File: src/lss_pkg.sv
// constants, types and state layout of the load control source selector
//
// How it works
// - chosen loop source mode is broadcast on the internal bus and used here too
// - external contact mode: internal loop idle, three contacts give demand and direction
// - temperature limiter can be enabled even while the internal loop is idle
// - internal mode: load and heat request both come from the internal loop
// - internal mode: changeover contact picks first or second internal setpoint
// - bus setpoint mode: automation sends setpoints only, internal loop controls
// - bus setpoint mode: closed contact replaces bus setpoint by first setpoint
// - analog setpoint mode: setpoint from analog input 3, else as bus mode
// - external analog mode: loop idle, analog load sent as load messages
// - run selector off: standby whatever the demand, and no error shown
// - manual run: start needs controller release and start release in phase 21
// - manual run: load follows manual value, percent or stage, within working range
// - automatic run: start needs heat demand and start release in phase 21
// - run selector read only remotely, manual load value read and write
// - from any external mode a closed contact selects internal loop, first setpoint
// - contact open keeps the external mode, closed requests the internal loop
// - fuel change switches between modulating and multistage behaviour as needed
// - internal loop regulates temperature or pressure as the sensor dictates
// - modulating internal loop computes the load by a pid law on the deviation
package lss_pkg;
   localparam int unsigned CLK_MHZ = 40;
   localparam int unsigned DEBOUNCE_TIME_US = 10000;
   localparam int unsigned DEBOUNCE_CYCLES = DEBOUNCE_TIME_US * CLK_MHZ;
   localparam int unsigned SAMPLE_TIME_MS = 100;
   localparam int unsigned SAMPLE_CYCLES = SAMPLE_TIME_MS * 1000 * CLK_MHZ;
   // register byte offsets
   localparam logic [7:0] MODE_OFS = 8'h00;
   localparam logic [7:0] CTRL_OFS = 8'h04;
   localparam logic [7:0] MANUAL_OFS = 8'h08;
   localparam logic [7:0] SP1_OFS = 8'h0c;
   localparam logic [7:0] SP2_OFS = 8'h10;
   localparam logic [7:0] BUS_SP_OFS = 8'h14;
   localparam logic [7:0] BUS_LOAD_OFS = 8'h18;
   localparam logic [7:0] RANGE_OFS = 8'h1c;
   localparam logic [7:0] GAIN_OFS = 8'h20;
   localparam logic [7:0] TLIMIT_OFS = 8'h24;
   localparam logic [7:0] STATUS_OFS = 8'h28;
   // field positions
   localparam int unsigned CTRL_TLIM_BIT = 0;
   localparam int unsigned CTRL_OIL_STAGE_BIT = 1;
   localparam int unsigned BUS_HEAT_BIT = 8;
   // reset values and load figures
   localparam logic [15:0] RANGE_RESET = 16'h6400;
   localparam logic [23:0] GAIN_RESET = 24'h010410;
   localparam logic [15:0] TLIMIT_RESET = 16'hffff;
   localparam logic [7:0] LOAD_FULL = 8'h64;
   localparam logic [7:0] STAGE2_MIN = 8'h22;
   localparam logic [7:0] STAGE3_MIN = 8'h43;
   localparam logic [15:0] HEAT_HYST = 16'h0010;
   localparam int INTEG_LIMIT = 1048575;
   localparam int unsigned PID_SHIFT = 8;

   typedef enum logic [2:0] {
      NO_LOOP_MODE = 3'h0,
      EXTERNAL_CONTACT_LOOP_MODE = 3'h1,
      INTERNAL_LOOP_MODE = 3'h2,
      INTERNAL_LOOP_BUS_SETPOINT_MODE = 3'h3,
      INTERNAL_LOOP_ANALOG_SETPOINT_MODE = 3'h4,
      EXTERNAL_ANALOG_LOAD_MODE = 3'h5,
      EXTERNAL_BUS_LOAD_MODE = 3'h6
   } lss_mode_t;

   typedef enum logic [1:0] {
      RUN_OFF = 2'h0,
      RUN_MANUAL = 2'h1,
      RUN_AUTO = 2'h2
   } lss_run_t;

   typedef struct packed {
      lss_mode_t mode;
      logic [1:0] ctrl;
      logic [9:0] manual;
      logic [15:0] sp1;
      logic [15:0] sp2;
      logic [15:0] bus_sp;
      logic [8:0] bus_load;
      logic [15:0] range;
      logic [23:0] gain;
      logic [15:0] tlimit;
      logic pready;
      logic pslverr;
      logic [31:0] prdata;
      logic [1:0] co_s;
      logic [2:0] hd_s1;
      logic [2:0] hd_s2;
      logic [1:0] start_s;
      logic [1:0] ph21_s;
      logic [1:0] oil_s;
      logic [1:0] press_s;
      logic [1:0] run_s1;
      lss_run_t run_s2;
      logic [15:0] asp_s1;
      logic [15:0] asp_s2;
      logic [7:0] aload_s1;
      logic [7:0] aload_s2;
      logic [15:0] temp_s1;
      logic [15:0] temp_s2;
      logic [15:0] pres_s1;
      logic [15:0] pres_s2;
      logic [23:0] deb_cnt;
      logic co_db;
      logic [23:0] tick_cnt;
      logic signed [23:0] integ;
      logic signed [17:0] prev_err;
      logic [7:0] pid_load;
      logic heat_int;
      logic [7:0] ramp;
      logic [7:0] load;
      logic [1:0] stage;
      logic heat_req;
      logic start;
      logic standby;
      logic err;
      logic can_valid;
      logic [7:0] can_load;
      logic mode_upd;
      logic [15:0] setpoint;
      logic pid_active;
      logic tlim_active;
      logic multistage;
   } lss_state_t;

   localparam lss_state_t STATE_RESET = '{
      mode: INTERNAL_LOOP_MODE, run_s2: RUN_OFF, range: RANGE_RESET,
      gain: GAIN_RESET, tlimit: TLIMIT_RESET, standby: 1'b1, default: '0};
endpackage

File: src/lss_selector.sv
// load control source selector with apb register file
`timescale 1ns/1ps
module lss_selector #(
   parameter int unsigned DEBOUNCE_CYCLES = lss_pkg::DEBOUNCE_CYCLES,
   parameter int unsigned SAMPLE_CYCLES = lss_pkg::SAMPLE_CYCLES
) (
   // clock and reset
   input wire logic clk_in,
   input wire logic nrst_in,
   // apb slave
   input wire logic psel_in,
   input wire logic penable_in,
   input wire logic pwrite_in,
   input wire logic [7:0] paddr_in,
   input wire logic [31:0] pwdata_in,
   output logic [31:0] prdata_out,
   output logic pready_out,
   output logic pslverr_out,
   // contacts and selectors
   input wire logic changeover_contact_input_in,
   input wire logic [2:0] heat_demand_input_in,
   input wire logic start_release_in,
   input wire logic phase_21_in,
   input wire logic fuel_is_oil_in,
   input wire logic [1:0] run_selector_in,
   // analog and sensor words
   input wire logic [15:0] analog_setpoint_in,
   input wire logic [7:0] analog_load_in,
   input wire logic [15:0] temp_value_in,
   input wire logic [15:0] pressure_value_in,
   input wire logic sensor_is_pressure_in,
   // internal bus mode broadcast
   output logic [2:0] loop_source_mode_out,
   output logic mode_update_out,
   // burner side
   output logic [7:0] load_out,
   output logic [1:0] stage_out,
   output logic heat_request_out,
   output logic burner_start_out,
   output logic standby_out,
   output logic error_out,
   output logic [15:0] setpoint_out,
   output logic pid_active_out,
   output logic temp_limit_active_out,
   output logic multistage_out,
   output logic can_load_valid_out,
   output logic [7:0] can_load_out
);
   localparam int INTEG_LIM = lss_pkg::INTEG_LIMIT;

   lss_pkg::lss_state_t r;
   lss_pkg::lss_state_t n;
   logic apb_wr;

   function automatic logic [7:0] lss_clamp(input logic signed [31:0] v, input logic [7:0] lo,
                                            input logic [7:0] hi);
      logic [7:0] top;
      top = (hi > lss_pkg::LOAD_FULL) ? lss_pkg::LOAD_FULL : hi;
      if (v < $signed({24'h000000, lo}))
         lss_clamp = lo;
      else if (v > $signed({24'h000000, top}))
         lss_clamp = top;
      else
         lss_clamp = v[7:0];
   endfunction

   function automatic logic [1:0] lss_stage_of(input logic [7:0] load);
      if (load < lss_pkg::STAGE2_MIN)
         lss_stage_of = 2'h1;
      else if (load < lss_pkg::STAGE3_MIN)
         lss_stage_of = 2'h2;
      else
         lss_stage_of = 2'h3;
   endfunction

   // writes land only on the edge where the master samples pready
   assign apb_wr = psel_in && penable_in && r.pready && pwrite_in && !r.pslverr;

   always_comb
   begin
      logic co;
      logic internal;
      logic tick;
      logic [7:0] lo;
      logic [7:0] hi;
      logic [15:0] actual;
      logic signed [17:0] dev;
      logic signed [31:0] isum;
      logic signed [31:0] u;
      logic [7:0] src_load;
      logic src_heat;
      logic demand;
      logic [7:0] aload;
      logic rd_hit;
      logic [31:0] rd_data;
      co = 1'b0;
      internal = 1'b0;
      tick = 1'b0;
      lo = 8'h00;
      hi = 8'h00;
      actual = 16'h0000;
      dev = '0;
      isum = '0;
      u = '0;
      src_load = 8'h00;
      src_heat = 1'b0;
      demand = 1'b0;
      aload = 8'h00;
      rd_hit = 1'b0;
      rd_data = 32'h00000000;
      n = r;
      // pin synchronisers, the first stage feeds only the second
      n.co_s = {r.co_s[0], changeover_contact_input_in};
      n.hd_s1 = heat_demand_input_in;
      n.hd_s2 = r.hd_s1;
      n.start_s = {r.start_s[0], start_release_in};
      n.ph21_s = {r.ph21_s[0], phase_21_in};
      n.oil_s = {r.oil_s[0], fuel_is_oil_in};
      n.press_s = {r.press_s[0], sensor_is_pressure_in};
      n.run_s1 = run_selector_in;
      n.run_s2 = lss_pkg::lss_run_t'(r.run_s1);
      // analog words are assumed to settle slowly against the clock
      n.asp_s1 = analog_setpoint_in;
      n.asp_s2 = r.asp_s1;
      n.aload_s1 = analog_load_in;
      n.aload_s2 = r.aload_s1;
      n.temp_s1 = temp_value_in;
      n.temp_s2 = r.temp_s1;
      n.pres_s1 = pressure_value_in;
      n.pres_s2 = r.pres_s1;
      // contact must hold its new level for the whole window
      if (r.co_s[1] == r.co_db)
         n.deb_cnt = '0;
      else if (r.deb_cnt >= 24'(DEBOUNCE_CYCLES - 1))
      begin
         n.deb_cnt = '0;
         n.co_db = r.co_s[1];
      end
      else
         n.deb_cnt = r.deb_cnt + 24'h000001;
      co = r.co_db;
      // loop sample tick
      tick = (r.tick_cnt >= 24'(SAMPLE_CYCLES - 1));
      n.tick_cnt = tick ? '0 : r.tick_cnt + 24'h000001;
      lo = r.range[7:0];
      hi = r.range[15:8];
      actual = r.press_s[1] ? r.pres_s2 : r.temp_s2;
      // closed contact forces the internal loop from any mode
      internal = co || (r.mode == lss_pkg::INTERNAL_LOOP_MODE) ||
                 (r.mode == lss_pkg::INTERNAL_LOOP_BUS_SETPOINT_MODE) ||
                 (r.mode == lss_pkg::INTERNAL_LOOP_ANALOG_SETPOINT_MODE) ||
                 (r.mode == lss_pkg::NO_LOOP_MODE) || (r.mode > lss_pkg::EXTERNAL_BUS_LOAD_MODE);
      case (r.mode)
         lss_pkg::INTERNAL_LOOP_MODE: n.setpoint = co ? r.sp2 : r.sp1;
         lss_pkg::INTERNAL_LOOP_BUS_SETPOINT_MODE: n.setpoint = co ? r.sp1 : r.bus_sp;
         lss_pkg::INTERNAL_LOOP_ANALOG_SETPOINT_MODE: n.setpoint = co ? r.sp1 : r.asp_s2;
         default: n.setpoint = r.sp1;
      endcase
      n.pid_active = internal;
      // two position heat request with a small differential
      if (actual < r.setpoint)
         n.heat_int = 1'b1;
      else if ({1'b0, actual} >= {1'b0, r.setpoint} + {1'b0, lss_pkg::HEAT_HYST})
         n.heat_int = 1'b0;
      // limiter flag follows its enable bit whether or not the loop runs, but its cut acts only on the internal heat request
      n.tlim_active = r.ctrl[lss_pkg::CTRL_TLIM_BIT];
      if (r.tlim_active && actual >= r.tlimit)
         n.heat_int = 1'b0;
      // pid law, integrator cleared while the loop is idle
      dev = $signed({2'b00, r.setpoint}) - $signed({2'b00, actual});
      if (!r.pid_active)
      begin
         n.integ = '0;
         n.prev_err = '0;
         n.pid_load = lo;
      end
      else if (tick)
      begin
         isum = 32'(r.integ) + 32'(dev);
         if (isum > INTEG_LIM)
            isum = INTEG_LIM;
         else if (isum < -INTEG_LIM)
            isum = -INTEG_LIM;
         n.integ = 24'(isum);
         u = $signed({24'h000000, r.gain[7:0]}) * 32'(dev) +
             $signed({24'h000000, r.gain[15:8]}) * isum +
             $signed({24'h000000, r.gain[23:16]}) * (32'(dev) - 32'(r.prev_err));
         n.pid_load = lss_clamp(u >>> lss_pkg::PID_SHIFT, lo, hi);
         n.prev_err = dev;
      end
      // contact controller ramps the load on each tick
      if (tick && r.hd_s2[1] && !r.hd_s2[2] && r.ramp < hi && r.ramp < lss_pkg::LOAD_FULL)
         n.ramp = r.ramp + 8'h01;
      else if (tick && r.hd_s2[2] && !r.hd_s2[1] && r.ramp > lo)
         n.ramp = r.ramp - 8'h01;
      else if (r.ramp < lo)
         n.ramp = lo;
      aload = lss_clamp(32'(r.aload_s2), lo, hi);
      if (internal)
      begin
         src_load = r.pid_load;
         src_heat = r.heat_int;
      end
      else
      begin
         case (r.mode)
            lss_pkg::EXTERNAL_CONTACT_LOOP_MODE:
            begin
               src_load = r.ramp;
               src_heat = r.hd_s2[0];
            end
            lss_pkg::EXTERNAL_ANALOG_LOAD_MODE:
            begin
               src_load = aload;
               src_heat = r.hd_s2[0];
            end
            lss_pkg::EXTERNAL_BUS_LOAD_MODE:
            begin
               src_load = lss_clamp(32'(r.bus_load[7:0]), lo, hi);
               src_heat = r.bus_load[lss_pkg::BUS_HEAT_BIT];
            end
            default:
            begin
               src_load = r.pid_load;
               src_heat = r.heat_int;
            end
         endcase
      end
      // load messages only on change, so the can side is not flooded
      n.can_valid = 1'b0;
      if (!internal && r.mode == lss_pkg::EXTERNAL_ANALOG_LOAD_MODE && aload != r.can_load)
      begin
         n.can_valid = 1'b1;
         n.can_load = aload;
      end
      // gas always modulates, oil as configured
      n.multistage = r.oil_s[1] && r.ctrl[lss_pkg::CTRL_OIL_STAGE_BIT];
      case (r.run_s2)
         lss_pkg::RUN_MANUAL:
         begin
            demand = r.hd_s2[0];
            n.start = r.hd_s2[0] && r.start_s[1] && r.ph21_s[1];
            n.load = lss_clamp(32'(r.manual[7:0]), lo, hi);
            if (!r.multistage)
               n.stage = 2'h0;
            else if (r.manual[9:8] != 2'h0)
               n.stage = r.manual[9:8];
            else
               n.stage = lss_stage_of(n.load);
            n.err = (r.mode == lss_pkg::NO_LOOP_MODE) || (r.mode > lss_pkg::EXTERNAL_BUS_LOAD_MODE);
         end
         lss_pkg::RUN_AUTO:
         begin
            demand = src_heat;
            n.start = src_heat && r.start_s[1] && r.ph21_s[1];
            n.load = src_load;
            n.stage = r.multistage ? lss_stage_of(src_load) : 2'h0;
            n.err = (r.mode == lss_pkg::NO_LOOP_MODE) || (r.mode > lss_pkg::EXTERNAL_BUS_LOAD_MODE);
         end
         default:
         begin
            demand = 1'b0;
            n.start = 1'b0;
            n.load = 8'h00;
            n.stage = 2'h0;
            n.err = 1'b0;
         end
      endcase
      n.heat_req = demand;
      n.standby = !n.start;
      // apb: one wait state, data and answer both from flops
      case (paddr_in)
         lss_pkg::MODE_OFS: rd_data = {29'h0, r.mode};
         lss_pkg::CTRL_OFS: rd_data = {30'h0, r.ctrl};
         lss_pkg::MANUAL_OFS: rd_data = {22'h0, r.manual};
         lss_pkg::SP1_OFS: rd_data = {16'h0, r.sp1};
         lss_pkg::SP2_OFS: rd_data = {16'h0, r.sp2};
         lss_pkg::BUS_SP_OFS: rd_data = {16'h0, r.bus_sp};
         lss_pkg::BUS_LOAD_OFS: rd_data = {23'h0, r.bus_load};
         lss_pkg::RANGE_OFS: rd_data = {16'h0, r.range};
         lss_pkg::GAIN_OFS: rd_data = {8'h0, r.gain};
         lss_pkg::TLIMIT_OFS: rd_data = {16'h0, r.tlimit};
         lss_pkg::STATUS_OFS: rd_data = {14'h0, r.load, r.multistage, r.standby, r.heat_req,
                                         r.pid_active, r.co_db, r.run_s2, r.mode};
         default: rd_data = 32'h00000000;
      endcase
      rd_hit = (paddr_in <= lss_pkg::STATUS_OFS) && (paddr_in[1:0] == 2'h0);
      n.pready = 1'b0;
      n.pslverr = 1'b0;
      if (psel_in && penable_in && !r.pready)
      begin
         n.pready = 1'b1;
         n.pslverr = !rd_hit;
         n.prdata = (pwrite_in || !rd_hit) ? 32'h00000000 : rd_data;
      end
      n.mode_upd = 1'b0;
      if (apb_wr)
      begin
         case (paddr_in)
            lss_pkg::MODE_OFS:
            begin
               n.mode = lss_pkg::lss_mode_t'(pwdata_in[2:0]);
               n.mode_upd = 1'b1;
            end
            lss_pkg::CTRL_OFS: n.ctrl = pwdata_in[1:0];
            lss_pkg::MANUAL_OFS: n.manual = pwdata_in[9:0];
            lss_pkg::SP1_OFS: n.sp1 = pwdata_in[15:0];
            lss_pkg::SP2_OFS: n.sp2 = pwdata_in[15:0];
            lss_pkg::BUS_SP_OFS: n.bus_sp = pwdata_in[15:0];
            lss_pkg::BUS_LOAD_OFS: n.bus_load = pwdata_in[8:0];
            lss_pkg::RANGE_OFS: n.range = pwdata_in[15:0];
            lss_pkg::GAIN_OFS: n.gain = pwdata_in[23:0];
            lss_pkg::TLIMIT_OFS: n.tlimit = pwdata_in[15:0];
            default: n.ctrl = r.ctrl; // status ignores writes
         endcase
      end
   end

   always_ff @(posedge clk_in or negedge nrst_in)
   begin
      if (!nrst_in)
         r <= lss_pkg::STATE_RESET;
      else
         r <= n;
   end

   assign prdata_out = r.prdata;
   assign pready_out = r.pready;
   assign pslverr_out = r.pslverr;
   assign loop_source_mode_out = r.mode;
   assign mode_update_out = r.mode_upd;
   assign load_out = r.load;
   assign stage_out = r.stage;
   assign heat_request_out = r.heat_req;
   assign burner_start_out = r.start;
   assign standby_out = r.standby;
   assign error_out = r.err;
   assign setpoint_out = r.setpoint;
   assign pid_active_out = r.pid_active;
   assign temp_limit_active_out = r.tlim_active;
   assign multistage_out = r.multistage;
   assign can_load_valid_out = r.can_valid;
   assign can_load_out = r.can_load;
endmodule

File: config.mk
export PLATFORM = sky130hd
export DESIGN_NAME = lss_selector
export DESIGN_NICKNAME = d
export VERILOG_FILES = /design/src/lss_pkg.sv /design/src/lss_selector.sv
export SDC_FILE = /design/constraint.sdc
export NUM_CORES = 2
export LEC_CHECK = 0
export BUFFER_PORTS_ARGS = -buffer_cell sky130_fd_sc_hd__buf_2
export CORE_MARGIN = 1.5
export CORE_UTILIZATION = 35
export CTS_BUF_LIST = sky130_fd_sc_hd__clkbuf_4 sky130_fd_sc_hd__clkbuf_8 sky130_fd_sc_hd__clkbuf_16
export CTS_CLUSTER_DIAMETER = 40
export DETAILED_ROUTE_END_ITERATION = 16
export PLACE_DENSITY_LB_ADDON = 0.2
export REMOVE_ABC_BUFFERS = 1
export SYNTH_ARGS = -nofsm -noshare
export SYNTH_HDL_FRONTEND = slang
export SYNTH_SLANG_ARGS = --single-unit
File: constraint.sdc
create_clock -name clk_in -period 40.6 [get_ports clk_in]
set_clock_uncertainty 0.1 [all_clocks]
set_input_delay 2.03 -clock clk_in [delete_from_list [all_inputs] [get_ports clk_in]]
set_output_delay 2.03 -clock clk_in [all_outputs]
set_load 0.1 [all_outputs]
==> summary.md <==
| Metric | Value |
|---|---|
| Placed insts | `6,063` |
| Final non-filler cell total | `between 6,000 and 7,000` |
| Avg WL per Cell | `20.7 µm` |
| Seq cells post-synth | `approximately 440` |
| Largest net degree at the start of global routing | `~110` |
| Fmax achieved | `62.9 MHz` |
| Detailed-route via count | `31,600` |
| Vias per cell | `between 5 and 6` |
| # H-tree levels | `3` |
| Worst path max stage delay | `730 ps` |
| Layout cells sized above 1 | `between 10% and 20%` |
| Starting Density | `35.2%` |
| CP Class | `flop to flop` |
| Leakage power | `0.0240 µW` |
| Tmin final | `15,890 ps` |
| Hold Crit Class | `flop to flop` |
| Clock Sinks | `436` |
| Max Slew Vio Count | `0` |
| Die H | `350 µm` |
| Worst path slowest cell | `o21ai_1` |
| Most Frequent Cell on Critical Path | `fa_1` |
| Post-DP HPWL | `99,500 µm` |
| Cts bufs inserted | `77` |
| # rows | `127` |
| Pwr dens | `around 40 nW/µm²` |
| DIE WIDTH | `350 µm` |
| Clk buf depth | `3` |
| # hold bufs at CTS | `0` |
| Commonest non-fill, non-tap cells in the layout | `754 x inv_1, 499 x fa_1, 497 x nand2_1` |
| Hold Vio Cnt, Final | `0` |
| Sequential area share after synthesis | `26.0%` |
| Yosys top cell by area | `dfrtp_1` |
| Core Area | `120,000 µm²` |
| RSZ-0062 raised after global routing | `false` |
| WL final | `129,000 µm` |
| Clk root buf | `clkbuf_16` |
| Worst-Skew Late Latency | `around 700 ps` |
| Post-CTS Setup Inserts | `0` |
| Post-synth top flop | `dfrtp_1` |
| WP data required | `41,010 ps` |
| GRT Resource Usage Total | `21.4%` |
| Post-DRT Antenna Nets | `0` |
| DR pass1 iterations | `6` |
| IO buf count | `174` |
| Final Wtd Congestion | `0.911` |
| Layout fillers | `12,000` |
| Post-cts gate resize count | `0` |
| Final setup violation count | `0` |
| Synthesis-to-finish area growth | `12.4%` |
| Yosys top cell area share | `24.5%` |
| EDFF count, synth | `0` |
| Area contributors post-synth | `dfrtp_1 24%, fa_1 24%, ha_1 9.2%` |
| Mean post-synth cell area | `9.54 µm²` |
| Setup_tns | `0 ps` |
| Starting DRT DRC Count | `slightly above 2,000` |
| CTS tree | `built` |
| Async S/R FF share, synth | `100%` |
| Vias in the first global route | `32,100` |
| GRT overflow | `0` |
| First-pass GRT wire length | `199,000 µm` |
| Period utilization | `39.1%` |
| Crit path capture type | `flop` |
| DRC viols | `0` |
| Max-Cap Viols | `0` |
| Worst Tran Pin Value | `1180 ps` |
| Commonest non-fill, non-tap cell in the layout | `inv_1` |
| Synthesized netlist cell count | `4,412` |
| Crit path DAT | `16,300 ps` |
| Run status | `finished, final reports clean` |
| Initial antenna violation count | `4` |
| Synth Warn # | `0` |
| Clk slew on worst S/H paths | `about 60 ps` |
| Netlist cell types | `93` |
| Max transition margin | `21.2%` |
| Peak supply drop | `0.0529 mV` |
| Die ar. | `roughly 120,000 µm²` |
| Startpoint types | `flop` |
| Mapped Area | `about 42,000 µm²` |
| Final #Nets | `about 5,400` |
| Number of I/O pins | `191` |
| CP max FO | `24` |
==> path summary, 6_finish.rpt <==
check                                 start  slack, ps                 to  cells past startpoint
max                        r[268]$_DFF_PN0_      24710  r[58]$_DFFE_PN0P_                     55
min                        n[238]$_DFF_PN0_        240   r[238]$_DFF_PN0_                      0
max reg2reg                r[268]$_DFF_PN0_      24710  r[58]$_DFFE_PN0P_                     55
min reg2reg                n[238]$_DFF_PN0_        240   r[238]$_DFF_PN0_                      0
max in group asynchronous           nrst_in      36670   n[157]$_DFF_PN0_                      3
min in group asynchronous           nrst_in       1270   r[114]$_DFF_PN0_                      1
==> flip-flops by register name, summed over array words and instances, names as in the netlist <==
name                   cells
r                        297
heat_request_out           1
mode_update_out            1
prdata_out                24
can_load_out               8
load_out                   8
standby_out                1
n                         67
burner_start_out           1
stage_out                  2
pready_out                 1
pid_active_out             1
error_out                  1
loop_source_mode_out       3
setpoint_out              16
can_load_valid_out         1
multistage_out             1
pslverr_out                1
temp_limit_active_out      1
==> cells by family after synthesis <==
group           after synthesis  synth area share [%]
simple gates               1238                  14.2
buf+inv                     975                  9.32
fa+ha+maj                   807                  32.9
compound gates              657                  10.5
flops                       436                  26.0
mux                         173                  4.51
xor+xnor                    124                  2.58
other cells                   2                0.0178
==> power by group <==
group | total, µW | switching (µW) | internal (µW)
logic | 694 | 492 | 202
registers | 497 | 28.6 | 468
clock network | 671 | 258 | 413
total | 1860 | 778 | 1080
==> cell usage after synthesis (all sizes together) (15+ instances only) <==
cell type  instances
mux2i             43
xor2              50
nor2b             52
o22ai             17
a22o              38
xnor2             74
mux2             130
a221oi            32
clkbuf           135
nor2             205
dfstp             24
nand2            498
a31oi             20
o211ai            15
fa               499
and3              37
a21oi            135
nand4             29
ha               308
a21boi            36
and2             187
nor3b             24
dfrtp            412
inv              754
buf               85
o21ai            160
nor3              38
a22oi             29
a222oi            16
o21a              25
nand2b            31
nand3             75
a21o              43
==> cell type report <==
type	count	area [µm²]	area share, %
tap	1612	2020	4.26
timing repair buffer	242	1390	2.94
clock inverter	48	636	1.34
clock buffer	96	2110	4.47
multi-input combinational	3018	27400	57.9
sequential	436	10900	23.1
antenna	2	5.00	0.0106
inverter	755	2830	5.99
==> routing by layer <==
layer / GRT usage, % / wire length [µm] / vias up
li1: - / - / 14500
met1: 30.7 / 59300 / 16100
met2: 33.8 / 59300 / 847
met3: 3.39 / 7430 / 200
met4: 5.02 / 2660 / 2
met5: 0 / 16 / -
==> stage by stage <==
stage / power (µW) / utilization (%) / cell area [µm²] / hold slack [ps] / setup WS [ps]
6_report: 1860 / 39.5 / 47300 / 241 / 24710
5_1_grt: 1970 / 39.5 / 47300 / 250 / 23520
4_1_cts: 1870 / 39.5 / 47300 / 243 / 24840
3_5_place_dp: 1190 / 37.2 / 44600 / 235 / 24940
3_3_place_gp: 1190 / 37.2 / 44600 / 233 / 24950
2_1_floorplan: 928 / - / 41100 / 231 / 26160
==> critical path, delay by kind of cell (launching register included) <==
family / cells / cell delay (ps)
fa+ha+maj: 13 / 6080
buf+inv: 6 / 780
mux: 2 / 700
flops: 1 / 320
xor+xnor: 2 / 590
compound gates: 19 / 4740
simple gates: 13 / 2360
(Power assumes the default switching activity.)
